==> src/sysclk_reference_input_a_pkg.sv <==
// Constants shared by the system clock / reference A configuration block.
// Assumes a 100 MHz pclk and an APB register bus with 32-bit data.

// ==========================================================================
// Package
package sysclk_reference_input_a_pkg;

   localparam int PADDR_W = 16;
   localparam int IDX_W = 14;
   localparam int NREG = 11;
   localparam int DIV_W = 20;
   localparam int STAB_W = 20;
   localparam int FREQ_W = 28;

   // Register indices; byte address is four times the index
   localparam logic [IDX_W-1:0] IDX_UPDATE = 14'h000f;
   localparam logic [IDX_W-1:0] IDX_FREQ_B0 = 14'h0202;
   localparam logic [IDX_W-1:0] IDX_FREQ_B1 = 14'h0203;
   localparam logic [IDX_W-1:0] IDX_FREQ_B2 = 14'h0204;
   localparam logic [IDX_W-1:0] IDX_FREQ_B3 = 14'h0205;
   localparam logic [IDX_W-1:0] IDX_STAB_B0 = 14'h0206;
   localparam logic [IDX_W-1:0] IDX_STAB_B1 = 14'h0207;
   localparam logic [IDX_W-1:0] IDX_STAB_B2 = 14'h0208;
   localparam logic [IDX_W-1:0] IDX_STATUS = 14'h0209;
   localparam logic [IDX_W-1:0] IDX_RXTYPE = 14'h0300;
   localparam logic [IDX_W-1:0] IDX_DIV_B0 = 14'h0301;
   localparam logic [IDX_W-1:0] IDX_DIV_B1 = 14'h0302;
   localparam logic [IDX_W-1:0] IDX_DIV_B2 = 14'h0303;

   // Slots of the byte register array
   localparam int R_FREQ0 = 0;
   localparam int R_STAB0 = 4;
   localparam int R_RXTYPE = 7;
   localparam int R_DIV0 = 8;

   localparam logic [NREG-1:0][IDX_W-1:0] REG_IDX = {
      IDX_DIV_B2, IDX_DIV_B1, IDX_DIV_B0, IDX_RXTYPE,
      IDX_STAB_B2, IDX_STAB_B1, IDX_STAB_B0,
      IDX_FREQ_B3, IDX_FREQ_B2, IDX_FREQ_B1, IDX_FREQ_B0};
   localparam logic [NREG-1:0][7:0] REG_RST = {
      8'h00, 8'h00, 8'h00, 8'h00,
      8'h00, 8'h00, 8'h32,
      8'h00, 8'h00, 8'h00, 8'h00};
   localparam logic [NREG-1:0][7:0] REG_MASK = {
      8'h0f, 8'hff, 8'hff, 8'h03,
      8'h0f, 8'hff, 8'hff,
      8'h0f, 8'hff, 8'hff, 8'hff};

   localparam logic [7:0] UPDATE_GO = 8'h01;

   // Status register bits
   localparam int ST_STABLE = 0;
   localparam int ST_LOCKED = 1;
   localparam int ST_COUNTING = 2;
   localparam int ST_HALTED = 3;

   // Receiver types
   localparam logic [1:0] RX_CMOS = 2'h0;
   localparam logic [1:0] RX_ACDIFF = 2'h1;
   localparam logic [1:0] RX_LVDS = 2'h2;
   localparam logic [1:0] RX_UNUSED = 2'h3;

   // Timing
   localparam int CLK_PERIOD_NS = 10;
   localparam int MS_TIME_NS = 1_000_000;
   localparam int MS_CYCLES = (MS_TIME_NS + CLK_PERIOD_NS - 1) / CLK_PERIOD_NS;

   typedef enum logic [1:0] {tm_halted, tm_counting, tm_stable} timer_e;

endpackage : sysclk_reference_input_a_pkg

==> src/reference_input_a_predivider.sv <==
// Integer predivider for the received reference A signal.
// Assumes clk_in is already sampled on pclk and far slower than pclk/2.

`timescale 1ns/1ps
`default_nettype none

// ==========================================================================
// Predivider
module reference_input_a_predivider #(
   parameter int DIV_W = 20
) (
   input wire logic pclk,
   input wire logic presetn,
   input wire logic clk_in,
   input wire logic [DIV_W-1:0] div_m1,
   output logic div_pulse
);

   if (DIV_W < 1 || DIV_W > 32) begin : g_chk
      $error("reference_input_a_predivider: DIV_W out of range");
   end

   logic in_prev_q;
   logic [DIV_W-1:0] cnt_q;
   logic pulse_q;
   wire rise = clk_in & ~in_prev_q;
   // A shrinking divisor must not leave the count stranded above it
   wire wrap = cnt_q >= div_m1;

   always_ff @(posedge pclk or negedge presetn) begin
      if (!presetn) begin
         in_prev_q <= 1'b0;
         cnt_q <= '0;
         pulse_q <= 1'b0;
      end else begin
         in_prev_q <= clk_in;
         pulse_q <= rise & wrap;
         if (rise) begin
            cnt_q <= wrap ? '0 : cnt_q + 1'b1;
         end
      end
   end

   assign div_pulse = pulse_q;
endmodule : reference_input_a_predivider

`default_nettype wire

==> src/sysclk_reference_input_a_config.sv <==
// System clock stability timer, reference frequency store and reference A
// receiver / predivider configuration, reached over APB.
// Assumes pll_locked and reference_input_a pins are synchronous to pclk.
//
// Our own choice: the APB slave port.

`timescale 1ns/1ps
`default_nettype none

// ==========================================================================
// Top
module sysclk_reference_input_a_config #(
   parameter int MS_CYCLES = sysclk_reference_input_a_pkg::MS_CYCLES
) (
   input wire logic pclk,
   input wire logic presetn,
   input wire logic psel,
   input wire logic penable,
   input wire logic pwrite,
   input wire logic [sysclk_reference_input_a_pkg::PADDR_W-1:0] paddr,
   input wire logic [31:0] pwdata,
   input wire logic [3:0] pstrb,
   output logic [31:0] prdata,
   output logic pready,
   output logic pslverr,
   input wire logic pll_locked,
   input wire logic reference_input_a_p,
   input wire logic reference_input_a_n,
   output logic sysclk_stable,
   output logic [sysclk_reference_input_a_pkg::FREQ_W-1:0] sysclk_ref_freq_hz,
   output logic [sysclk_reference_input_a_pkg::STAB_W-1:0] stability_ms,
   output logic [1:0] reference_input_a_rx_type,
   output logic [sysclk_reference_input_a_pkg::DIV_W-1:0] reference_input_a_div_m1,
   output logic reference_input_a_rx,
   output logic reference_input_a_div_pulse
);

   localparam int MSW = $clog2(MS_CYCLES);
   localparam int NREG = sysclk_reference_input_a_pkg::NREG;
   localparam int IDX_W = sysclk_reference_input_a_pkg::IDX_W;
   localparam int STAB_W = sysclk_reference_input_a_pkg::STAB_W;

   // Ticks need three cycles between them for the spacing check to hold
   if (MS_CYCLES < 3) begin : g_chk_ms
      $error("sysclk_reference_input_a_config: MS_CYCLES must be at least 3");
   end

   // ======================================================================
   // Address decode
   function automatic logic in_range(input logic [IDX_W-1:0] idx,
                                     input logic [IDX_W-1:0] lo,
                                     input logic [IDX_W-1:0] hi);
      in_range = (idx >= lo) && (idx <= hi);
   endfunction : in_range

   wire [IDX_W-1:0] idx = paddr[sysclk_reference_input_a_pkg::PADDR_W-1:2];
   wire aligned = paddr[1:0] == 2'h0;
   wire hit_freq_stab = in_range(idx, sysclk_reference_input_a_pkg::IDX_FREQ_B0,
                                 sysclk_reference_input_a_pkg::IDX_STAB_B2);
   wire hit_reference_input_a = in_range(idx, sysclk_reference_input_a_pkg::IDX_RXTYPE,
                            sysclk_reference_input_a_pkg::IDX_DIV_B2);
   wire hit_stab = in_range(idx, sysclk_reference_input_a_pkg::IDX_STAB_B0,
                            sysclk_reference_input_a_pkg::IDX_STAB_B2);
   wire hit_status = idx == sysclk_reference_input_a_pkg::IDX_STATUS;
   wire hit_update = idx == sysclk_reference_input_a_pkg::IDX_UPDATE;
   wire mapped = aligned &
                 (hit_freq_stab | hit_reference_input_a | hit_status | hit_update);
   wire access = psel & penable;
   wire wr_en = access & pwrite & mapped & pstrb[0];
   wire setup_rd = psel & ~penable & ~pwrite;
   wire stab_wr = wr_en & hit_stab;
   wire upd_go = wr_en & hit_update &
                 (pwdata[7:0] == sysclk_reference_input_a_pkg::UPDATE_GO);

   // Zero wait states: every transfer completes in its first access cycle
   assign pready = 1'b1;
   assign pslverr = access & ~mapped;

   // ======================================================================
   // Byte registers
   logic [7:0] reg_q [NREG];

   for (genvar g = 0; g < NREG; g++) begin : g_reg
      wire hit = wr_en && aligned && idx == sysclk_reference_input_a_pkg::REG_IDX[g];
      always_ff @(posedge pclk or negedge presetn) begin
         if (!presetn) begin
            reg_q[g] <= sysclk_reference_input_a_pkg::REG_RST[g];
         end else if (hit) begin
            // Reserved bits are masked away at the write
            reg_q[g] <= pwdata[7:0] & sysclk_reference_input_a_pkg::REG_MASK[g];
         end
      end
   end

   assign sysclk_ref_freq_hz = {
      reg_q[sysclk_reference_input_a_pkg::R_FREQ0+3][3:0],
      reg_q[sysclk_reference_input_a_pkg::R_FREQ0+2],
      reg_q[sysclk_reference_input_a_pkg::R_FREQ0+1],
      reg_q[sysclk_reference_input_a_pkg::R_FREQ0]};
   assign stability_ms = {
      reg_q[sysclk_reference_input_a_pkg::R_STAB0+2][3:0],
      reg_q[sysclk_reference_input_a_pkg::R_STAB0+1],
      reg_q[sysclk_reference_input_a_pkg::R_STAB0]};
   assign reference_input_a_rx_type = reg_q[sysclk_reference_input_a_pkg::R_RXTYPE][1:0];
   assign reference_input_a_div_m1 = {
      reg_q[sysclk_reference_input_a_pkg::R_DIV0+2][3:0],
      reg_q[sysclk_reference_input_a_pkg::R_DIV0+1],
      reg_q[sysclk_reference_input_a_pkg::R_DIV0]};

   // ======================================================================
   // Stability timer
   sysclk_reference_input_a_pkg::timer_e state_q;
   sysclk_reference_input_a_pkg::timer_e state_d;
   logic [STAB_W-1:0] cnt_q;
   logic [STAB_W-1:0] cnt_d;
   logic [MSW-1:0] ms_q;

   wire counting = state_q == sysclk_reference_input_a_pkg::tm_counting;
   wire ms_tick = counting & pll_locked &
                  (ms_q == MSW'(MS_CYCLES - 1));
   wire reached = cnt_q >= stability_ms;

   // The millisecond divider only runs while a count is in progress, so
   // every restart begins on a whole-millisecond boundary
   always_ff @(posedge pclk or negedge presetn) begin
      if (!presetn) begin
         ms_q <= '0;
      end else if (!counting || !pll_locked || ms_tick) begin
         ms_q <= '0;
      end else begin
         ms_q <= ms_q + 1'b1;
      end
   end

   always_comb begin
      state_d = state_q;
      cnt_d = cnt_q;
      unique case (state_q)
         sysclk_reference_input_a_pkg::tm_halted: begin
            if (upd_go) begin
               state_d = sysclk_reference_input_a_pkg::tm_counting;
               cnt_d = '0;
            end
         end
         sysclk_reference_input_a_pkg::tm_counting: begin
            if (stab_wr) begin
               state_d = sysclk_reference_input_a_pkg::tm_halted;
               cnt_d = '0;
            end else if (!pll_locked) begin
               cnt_d = '0;
            end else if (reached) begin
               state_d = sysclk_reference_input_a_pkg::tm_stable;
            end else if (ms_tick) begin
               cnt_d = cnt_q + 1'b1;
            end
         end
         sysclk_reference_input_a_pkg::tm_stable: begin
            if (stab_wr) begin
               state_d = sysclk_reference_input_a_pkg::tm_halted;
               cnt_d = '0;
            end else if (!pll_locked) begin
               state_d = sysclk_reference_input_a_pkg::tm_counting;
               cnt_d = '0;
            end
         end
         default: begin
            state_d = sysclk_reference_input_a_pkg::tm_halted;
            cnt_d = '0;
         end
      endcase
   end

   always_ff @(posedge pclk or negedge presetn) begin
      if (!presetn) begin
         state_q <= sysclk_reference_input_a_pkg::tm_counting;
         cnt_q <= '0;
      end else begin
         state_q <= state_d;
         cnt_q <= cnt_d;
      end
   end

   assign sysclk_stable = state_q == sysclk_reference_input_a_pkg::tm_stable;

   // ======================================================================
   // Read path
   logic [7:0] rd_byte;
   logic [31:0] prdata_q;
   wire [7:0] status = {4'h0,
                        state_q == sysclk_reference_input_a_pkg::tm_halted,
                        counting, pll_locked, sysclk_stable};

   always_comb begin
      rd_byte = 8'h00;
      for (int i = 0; i < NREG; i++) begin
         if (idx == sysclk_reference_input_a_pkg::REG_IDX[i]) begin
            rd_byte = reg_q[i];
         end
      end
      if (hit_status) begin
         rd_byte = status;
      end
      if (!aligned) begin
         rd_byte = 8'h00;
      end
   end

   // Read data is caught in the setup cycle and held through the access
   always_ff @(posedge pclk or negedge presetn) begin
      if (!presetn) begin
         prdata_q <= 32'h0000_0000;
      end else if (setup_rd) begin
         prdata_q <= {24'h00_0000, rd_byte};
      end
   end

   assign prdata = prdata_q;

   // ======================================================================
   // Reference A receiver
   logic rx_q;
   wire rx_d = (reference_input_a_rx_type == sysclk_reference_input_a_pkg::RX_CMOS) ?
               reference_input_a_p :
               (reference_input_a_rx_type == sysclk_reference_input_a_pkg::RX_UNUSED) ?
               1'b0 : (reference_input_a_p & ~reference_input_a_n);

   // Differential types resolve the pair as a comparator would; the
   // unused code parks the receiver low
   always_ff @(posedge pclk or negedge presetn) begin
      if (!presetn) begin
         rx_q <= 1'b0;
      end else begin
         rx_q <= rx_d;
      end
   end

   assign reference_input_a_rx = rx_q;

   reference_input_a_predivider #(
      .DIV_W(sysclk_reference_input_a_pkg::DIV_W)
   ) u_prediv (
      .pclk(pclk),
      .presetn(presetn),
      .clk_in(rx_q),
      .div_m1(reference_input_a_div_m1),
      .div_pulse(reference_input_a_div_pulse)
   );

   // Bits that a read may show at an index; every other bit reads zero
   function automatic logic [7:0] rd_mask(input logic [IDX_W-1:0] i);
      rd_mask = 8'h00;
      for (int r = 0; r < NREG; r++) begin
         if (i == sysclk_reference_input_a_pkg::REG_IDX[r]) begin
            rd_mask = sysclk_reference_input_a_pkg::REG_MASK[r];
         end
      end
      if (i == sysclk_reference_input_a_pkg::IDX_STATUS) begin
         rd_mask = 8'((1 << (sysclk_reference_input_a_pkg::ST_HALTED + 1)) - 1);
      end
   endfunction : rd_mask
endmodule : sysclk_reference_input_a_config

`default_nettype wire

==> config.mk <==
export PLATFORM = sky130hd
export DESIGN_NAME = sysclk_reference_input_a_config
export DESIGN_NICKNAME = d
export VERILOG_FILES = /design/src/sysclk_reference_input_a_pkg.sv /design/src/reference_input_a_predivider.sv /design/src/sysclk_reference_input_a_config.sv
export SDC_FILE = /design/constraint.sdc
export NUM_CORES = 1
export LEC_CHECK = 0
export BUFFER_PORTS_ARGS = -buffer_cell sky130_fd_sc_hd__buf_4
export CORE_MARGIN = 2
export CORE_UTILIZATION = 45
export DETAILED_ROUTE_END_ITERATION = 12
export GPL_ROUTABILITY_DRIVEN = 1
export GPL_TIMING_DRIVEN = 0
export PLACE_DENSITY = 0.67
export SLEW_MARGIN = 20
export SYNTH_ARGS = -nofsm -noshare
export SYNTH_HDL_FRONTEND = slang
export SYNTH_SLANG_ARGS = --single-unit
==> constraint.sdc <==
create_clock -name pclk -period 3.12 [get_ports pclk]
set_input_delay 0.624 -clock pclk [delete_from_list [all_inputs] [get_ports pclk]]
set_output_delay 0.624 -clock pclk [all_outputs]
set_load 0.1 [all_outputs]
==> metrics.md, run 1 <==
| Metric | Value |
|---|---|
| Sequential area share after synthesis | 0.4276 |
| Die area | slightly below 20000 µm² |
| Antenna fix cells | 0 |
| R2r setup slk | 330 ps |
| Synth area leaders | dfrtp_1 41%, ha_1 6.6%, mux2_2 4.5% |
| Storage element area | 3508 µm² |
| Die width | 139.0 µm |
| CP endpoint kind | flip-flop |
| Final Hold Slack | 107.7 ps |
| Area occupied by multi-input gates | 4394 µm² |
| Status | completed |
| WS Path Type | in2reg |
| Post-synthesis cell area | between 8000 and 9000 µm² |
| Routed wire length | 24760 µm |
| First-pass GRT wire length | 39130 µm |
| CTS Buffer Depth | 2 |
| Crit path required time | 3440 ps |
| Pwr per Cell Area | between 400 and 500 nW/µm² |
| GRT Max-Usage Layer | met2 |
| Met3 usage | 0.05352 |
| Number of global-route vias before repair | 7033 |
| H-tree levels | 4 |
| Yosys warnings | 0 |
| Grt ovf | 0 |
| Cell area after layout | approximately 10000 µm² |
| Share of cells above drive strength 1 | 0.2300 |
| Most instantiated cells after synthesis | 136 x dfrtp_1, 97 x nand2_1, 72 x o21ai_0, 56 x nor2_1 |
| PortBufs | between 100 and 150 |
| GRT Util Overall | 0.2572 |
| Met1 GRT Util | 0.3716 |
| Final Hold Fails | 0 |
| Post-Place Cell Area | 9485 µm² |
| Initial antenna violation count | 0 |
| Clk_skew | 14.02 ps |
| Worst min path class | in2async |
| Root buf cell | clkbuf_16 |
| TritonCTS clock tree | yes |
| Post-synth EDFFs | 0 |
| Clock latency on the worst-skew pair | 430 ps |
| WP data arrival | 3390 ps |
| Max cap viols | 0 |
| Post-synthesis register bit count | 140 |
| Worst Tran Pin Value | just over 900 ps |
| FFs w/ async S/R, synth | 1.000 |
| P_leak | 4.882 nW |
| Synth unique cells | 70 |
| Worst vdd ir | 0.0003812 V |
| Count of pins over their slew limit | 0 |
| Filler cells | between 1500 and 2000 |
| Total clock sinks | 140 |
| Met2 Use GR | 0.3951 |
| Largest net degree at the start of global routing | 75 |
| Initial DRT Pass Iterations | 6 |
| Fmax | 325.5 MHz |
| Area Growth Syn to Fin | 24.76% |
| Final Util | 0.5718 |
| Die height | 139.0 µm |
| Clock transition at path regs | around 70 ps |
| Detail Route Antenna Nets | 0 |
| Vias | 7346 |
| Avg Cell Area, Syn | 9.303 µm² |
| Ys flop type | dfrtp_1 |
| Wire per inst | 19.33 µm |
| Area of the core | roughly 18000 µm² |
| # rows | a little under 50 |
| # setup viols final | 0 |
| Gpl congestion | ~0.97 |
| Largest area contributor in the netlist | dfrtp_1 |
| Crit path max fanout | 10 |
| Worst setup SP type | input port |
| Tmin final | 3072 ps |
| Worst relative slew slack | 0.3814 |
| Total CTS buffers | 17 |
| Hpwl dp | 18330 µm |
| Placed cell count | 1247 |
| I/O pin cnt | 167 |
| Cells after Synth | slightly below 900 |
| Final Instance Count excl. Fillers | between 1000 and 1500 |
| Drt drc | 0 |
| Post-synth top area share | 0.4148 |
| Initial Util | 0.4583 |
| Vias per inst | about 5.7 |
| Iter 0 DRT Violations | 641 |
| Period utilisation layout | 0.9846 |
| Most common cell in the synthesized netlist | dfrtp_1 |
| Nets | 1143 |
placed cells by master, fill, tap and decap left out, types with 9 or more instances in the layout:
cell type	count
a211oi_1	9
a21o_1	12
a21oi_1	39
a22oi_1	11
and2_1	10
and3_1	13
buf_4	139
clkbuf_1	23
clkbuf_16	17
conb_1	25
dfrtp_1	136
ha_1	43
inv_1	43
mux2_2	33
nand2_1	97
nand2b_1	10
nand3_1	35
nand4_1	18
nor2_1	53
o21ai_0	72
or3_1	10
or4_1	11
xnor2_1	15
xor2_1	16
flip-flops by register name, indices dropped and copies added (netlist names):
register and count:
state_q 2, prdata 8, cnt_q 20, u_prediv.cnt_q 20
stability_ms 20, sysclk_ref_freq_hz 28, reference_input_a_rx_type 2, reference_input_a_div_m1 20
ms_q 17, u_prediv.div_pulse 1, reference_input_a_rx 1, u_prediv.in_prev_q 1
metrics by stage:
| stage | worst slack [ps] | TNS (ps) | total power, W |
|---|---|---|---|
| after floorplan | -38.62 | -70.53 | 0.002227 |
| after global placement | -632.0 | -35560 | 0.002366 |
| after detailed placement | -642.4 | -32060 | 0.002382 |
| after CTS | 3.647 | 0 | 0.004597 |
| after global routing | -5.703 | -10.27 | 0.004720 |
| final | 47.98 | 0 | 0.004579 |
per-layer routing:
layer  wire length (µm)  vias to the layer above
met5                  0                        -
met2              11140                      271
met1              11530                     3582
met3               1707                       31
met4                378                        0
li1                   -                     3462
final cells by class:
class	count	share of cell area
Clock buffer	20	0.04461
Timing Repair Buffer	117	0.08946
Tap cell	229	0.02799
Inverter	43	0.01577
Multi-Input combinational cell	663	0.4292
Sequential cell	140	0.3427
Buffer	58	0.03275
Clock inverter	11	0.01748
cells by family after synthesis:
logic type               Yosys count  synth area share
adder cells (fa/ha/maj)           43           0.06557
AO/OA/AOI/OAI                    216            0.1690
flip-flops                       140            0.4276
XOR/XNOR                          31           0.03309
other                              2         0.0009153
buffers and inverters            102           0.05947
AND/OR/NAND/NOR                  313            0.1967
multiplexers                      35           0.04773
worst max-delay path: stages:
cell and delay [ps]:
buf_4 140, or4_4 530, buf_6 140, or4_4 570, a221oi_4 370, a211oi_4 150
a21o_4 240, buf_4 170, nor2_1 120, mux2_2 330
power by group:
part / total [W] / switching [W] / leakage (nW) / internal (W)
clock network: 0.00222 / 0.000830 / 0.305 / 0.00139
logic: 0.000452 / 0.000311 / 2.83 / 0.000141
registers: 0.00191 / 0.0000537 / 1.74 / 0.00185
total: 0.00458 / 0.00120 / 4.88 / 0.00338
final timing paths:
check / end / startpoint / depth (start not counted)
min in group pclk: reference_input_a_rx / reference_input_a_p / 2
hold / removal: cnt_q[5] / presetn / 1
max in group asynchronous: state_q[0] / presetn / 2
setup / recovery: cnt_q[19] / paddr[9] / 10
hold reg to reg: u_prediv.in_prev_q / reference_input_a_rx / 0
setup reg to reg: cnt_q[19] / stability_ms[5] / 10
timing repair:
| item | 4_1_cts | 5_1_grt |
|---|---|---|
| setup buffers | 0 | 3 |
| resized for setup | 6 | 20 |
| cloned | 0 | 1 |
| hold endpoints to repair | 0 | 0 |
| hold buffers | 0 | 0 |
| endpoints found under the setup margin | 32 | 33 |
| pin swaps | 1 | 3 |
Note: power is estimated with default switching activity, not from simulation.
==> run 2: changes to the inputs <==
ABC_CLOCK_PERIOD_IN_PS = 3120   (was unset)
CTS_BUF_LIST = sky130_fd_sc_hd__clkbuf_4 sky130_fd_sc_hd__clkbuf_8   (was unset)
==> run 2 against run 1 <==
  * Final cell count about the same
  * Combinational power about the same
  * Total power decreased by 12%
  * Hold slack got worse by 31 ps
  * Sequential power about the same
  * Critical path type unchanged
==> metrics.md, run 2 (synthesis results as in run 1) <==
| Metric | Value |
|---|---|
| Status | completed |
| PortBufs | 112 (unchanged) |
| Worst Tran Pin Value | 932.2 ps (+11.36 ps) |
| Period utilisation layout | 0.9807 (-0.003954) |
| Most frequent cells in the layout | 138 x buf_4, 136 x dfrtp_1, 97 x nand2_1 |
| Pwr per Cell Area | 404.4 nW/µm² (-9.6%) |
| Critical path's most frequent cell | or4_4 |
| Drt drc | 0 (unchanged) |
| First-pass GRT wire length | 38870 µm (-0.67%) |
| # rows | 49 (unchanged) |
| Worst setup SP type | input port |
| Iter 0 DRT Violations | 610 (-4.8%) |
| WS Path Type | in2reg |
| Initial Util | 0.4583 (unchanged) |
| Antenna fix cells | 0 (unchanged) |
| Initial antenna violation count | 0 (unchanged) |
| Die height | 139.0 µm (unchanged) |
| I/O pin cnt | 167 (unchanged) |
| Share of cells above drive strength 1 | 0.2255 (-0.004538) |
| Nets | 1142 (-0.087%) |
| Largest net degree at the start of global routing | 75 (unchanged) |
| Vias per inst | 5.673 (-1.1%) |
| Crit path cell chain | buf_4 -> or4_4 -> buf_6 -> or4_4 -> a221oi_4 -> a211oi_4 -> a21o_1 -> clkbuf_4 -> nor2_1 -> mux2_2 |
| Worst vdd ir | 0.0002900 V (-24%) |
| Final Hold Fails | 0 (unchanged) |
| Die area | 19330 µm² (unchanged) |
| Crit path max-delay family | simple AND/OR/NAND/NOR gates |
| Clk_skew | 21.53 ps (+7.506 ps) |
| WP data arrival | 3410 ps (+20 ps) |
| # setup viols final | 0 (unchanged) |
| Count of pins over their slew limit | 0 (unchanged) |
| Final Hold Slack | 76.22 ps (-31.44 ps) |
| Number of hold buffers added after cts | 0 (unchanged) |
| Fmax | 326.8 MHz (+0.40%) |
| Crit path required time | 3470 ps (+30 ps) |
| Worst min path class | in2async |
| Largest register FFs | 28 (unchanged) |
| CP max-delay cell | or4_4 |
| Die width | 139.0 µm (unchanged) |
| TritonCTS clock tree | yes |
| Grt ovf | 0 (unchanged) |
| Detail Route Antenna Nets | 0 (unchanged) |
| CP endpoint kind | flip-flop |
| P_leak | 4.773 nW (-2.2%) |
| Wire per inst | 19.09 µm (-1.2%) |
| Total CTS buffers | 17 (unchanged) |
| Tmin final | 3060 ps (-12.34 ps) |
| CTS Buffer Depth | 2 (unchanged) |
| Root buf cell | clkbuf_8 |
| PnR worst setup slack | 60.32 ps (+12.34 ps) |
| Most common cell after layout, fill and taps aside | buf_4 |
| Max cap viols | 0 (unchanged) |
| Vias | 7261 (-1.2%) |
| Initial DRT Pass Iterations | 5 (-1) |
| Worst relative slew slack | 0.3701 (-0.01132) |
| RSZ-0062 raised after global routing | true |
| Clock latency on the worst-skew pair | 460 ps (+30 ps) |
| Crit path max fanout | 10 (unchanged) |
| Area Growth Syn to Fin | 21.77% |
| Total clock sinks | 140 (unchanged) |
| Setup slack at placement | -642.4 ps (unchanged) |
| Routed wire length | 24440 µm (-1.3%) |
| Clock transition at path regs | 90 ps (+20 ps) |
| Max stage delay on crit path | 550 ps (-20 ps) |
| Area of the core | 17900 µm² (unchanged) |
| Gpl congestion | 0.9677 (unchanged) |
| Buffers plus inverters on the worst setup path | 3 (unchanged) |
| H-tree levels | 4 (unchanged) |
| Number of global-route vias before repair | 6953 (-1.1%) |
| GRT Util Overall | 0.2555 (-0.001661) |
| Hpwl dp | 18330 µm (unchanged) |
## run 2: where the power goes
group	internal, W	switching, W
Clock	0.000932	0.000757
Combinational	0.000140	0.000309
Sequential	0.00185	0.0000532
Total	0.00292	0.00112
## run 2: worst paths after layout
| path | from | endpoint | slack (ps) | cells past startpoint |
|---|---|---|---|---|
| max in group asynchronous | presetn | state_q[0] | 2220 | 2 |
| min in group pclk | reference_input_a_p | reference_input_a_rx | 390 | 2 |
| worst min register to register | reference_input_a_rx | u_prediv.in_prev_q | 460 | 0 |
| worst min-delay path | presetn | cnt_q[8] | 80 | 1 |
| worst max-delay path | paddr[6] | cnt_q[19] | 60 | 10 |
| worst max register to register | stability_ms[5] | cnt_q[19] | 310 | 10 |
## run 2: cell type report
type	instances	area, µm²
fillers	1640	7910
multi-input cells	663	4357
flip-flops and latches	140	3508
repair buffers	115	890.9
plain buffers	59	340.3
well taps	229	286.5
clock buffers	20	269.0
clock inverters	11	178.9
inverters	43	161.4
## run 2: routing by layer
layer  up-vias  GRT usage  part of all wire
met4         0    0.06273             0.018
met2       275     0.3907              0.45
met5         -          0                 0
li1       3458          -                 -
met1      3494     0.3671              0.46
met3        34    0.06250             0.076
## run 2: per-stage QoR
stage / utilization / power, W / TNS [ps] / std cells / instance area, µm²
after global routing: 0.5581 / 0.004188 / -23.30 / 1280 / 9992
after global placement: 0.5275 / 0.002366 / -35560 / 1246 / 9444
after detailed placement: 0.5298 / 0.002382 / -32060 / 1247 / 9485
after floorplan: - / 0.002227 / -70.53 / 905 / 8317
final: 0.5581 / 0.004041 / 0 / 1280 / 9992
after CTS: 0.5561 / 0.004063 / 0 / 1278 / 9955
## run 2: worst reg2reg max path, stage by stage (launching register included)
cell and delay (ps):
dfstp_2 570, inv_1 70, ha_1 310, a211o_1 290, a21oi_1 120, o31ai_1 150
a211o_1 290, a21o_1 240, clkbuf_4 210, nor2_1 130, mux2_2 330
## run 2: what timing repair did
action | 4_1_cts | 5_1_grt
pin swaps | 0 | 2
gates resized for setup | 4 | 12
endpoints found under the hold margin | 0 | 0
setup buffers | 0 | 2
setup endpoints to repair | 16 | 32
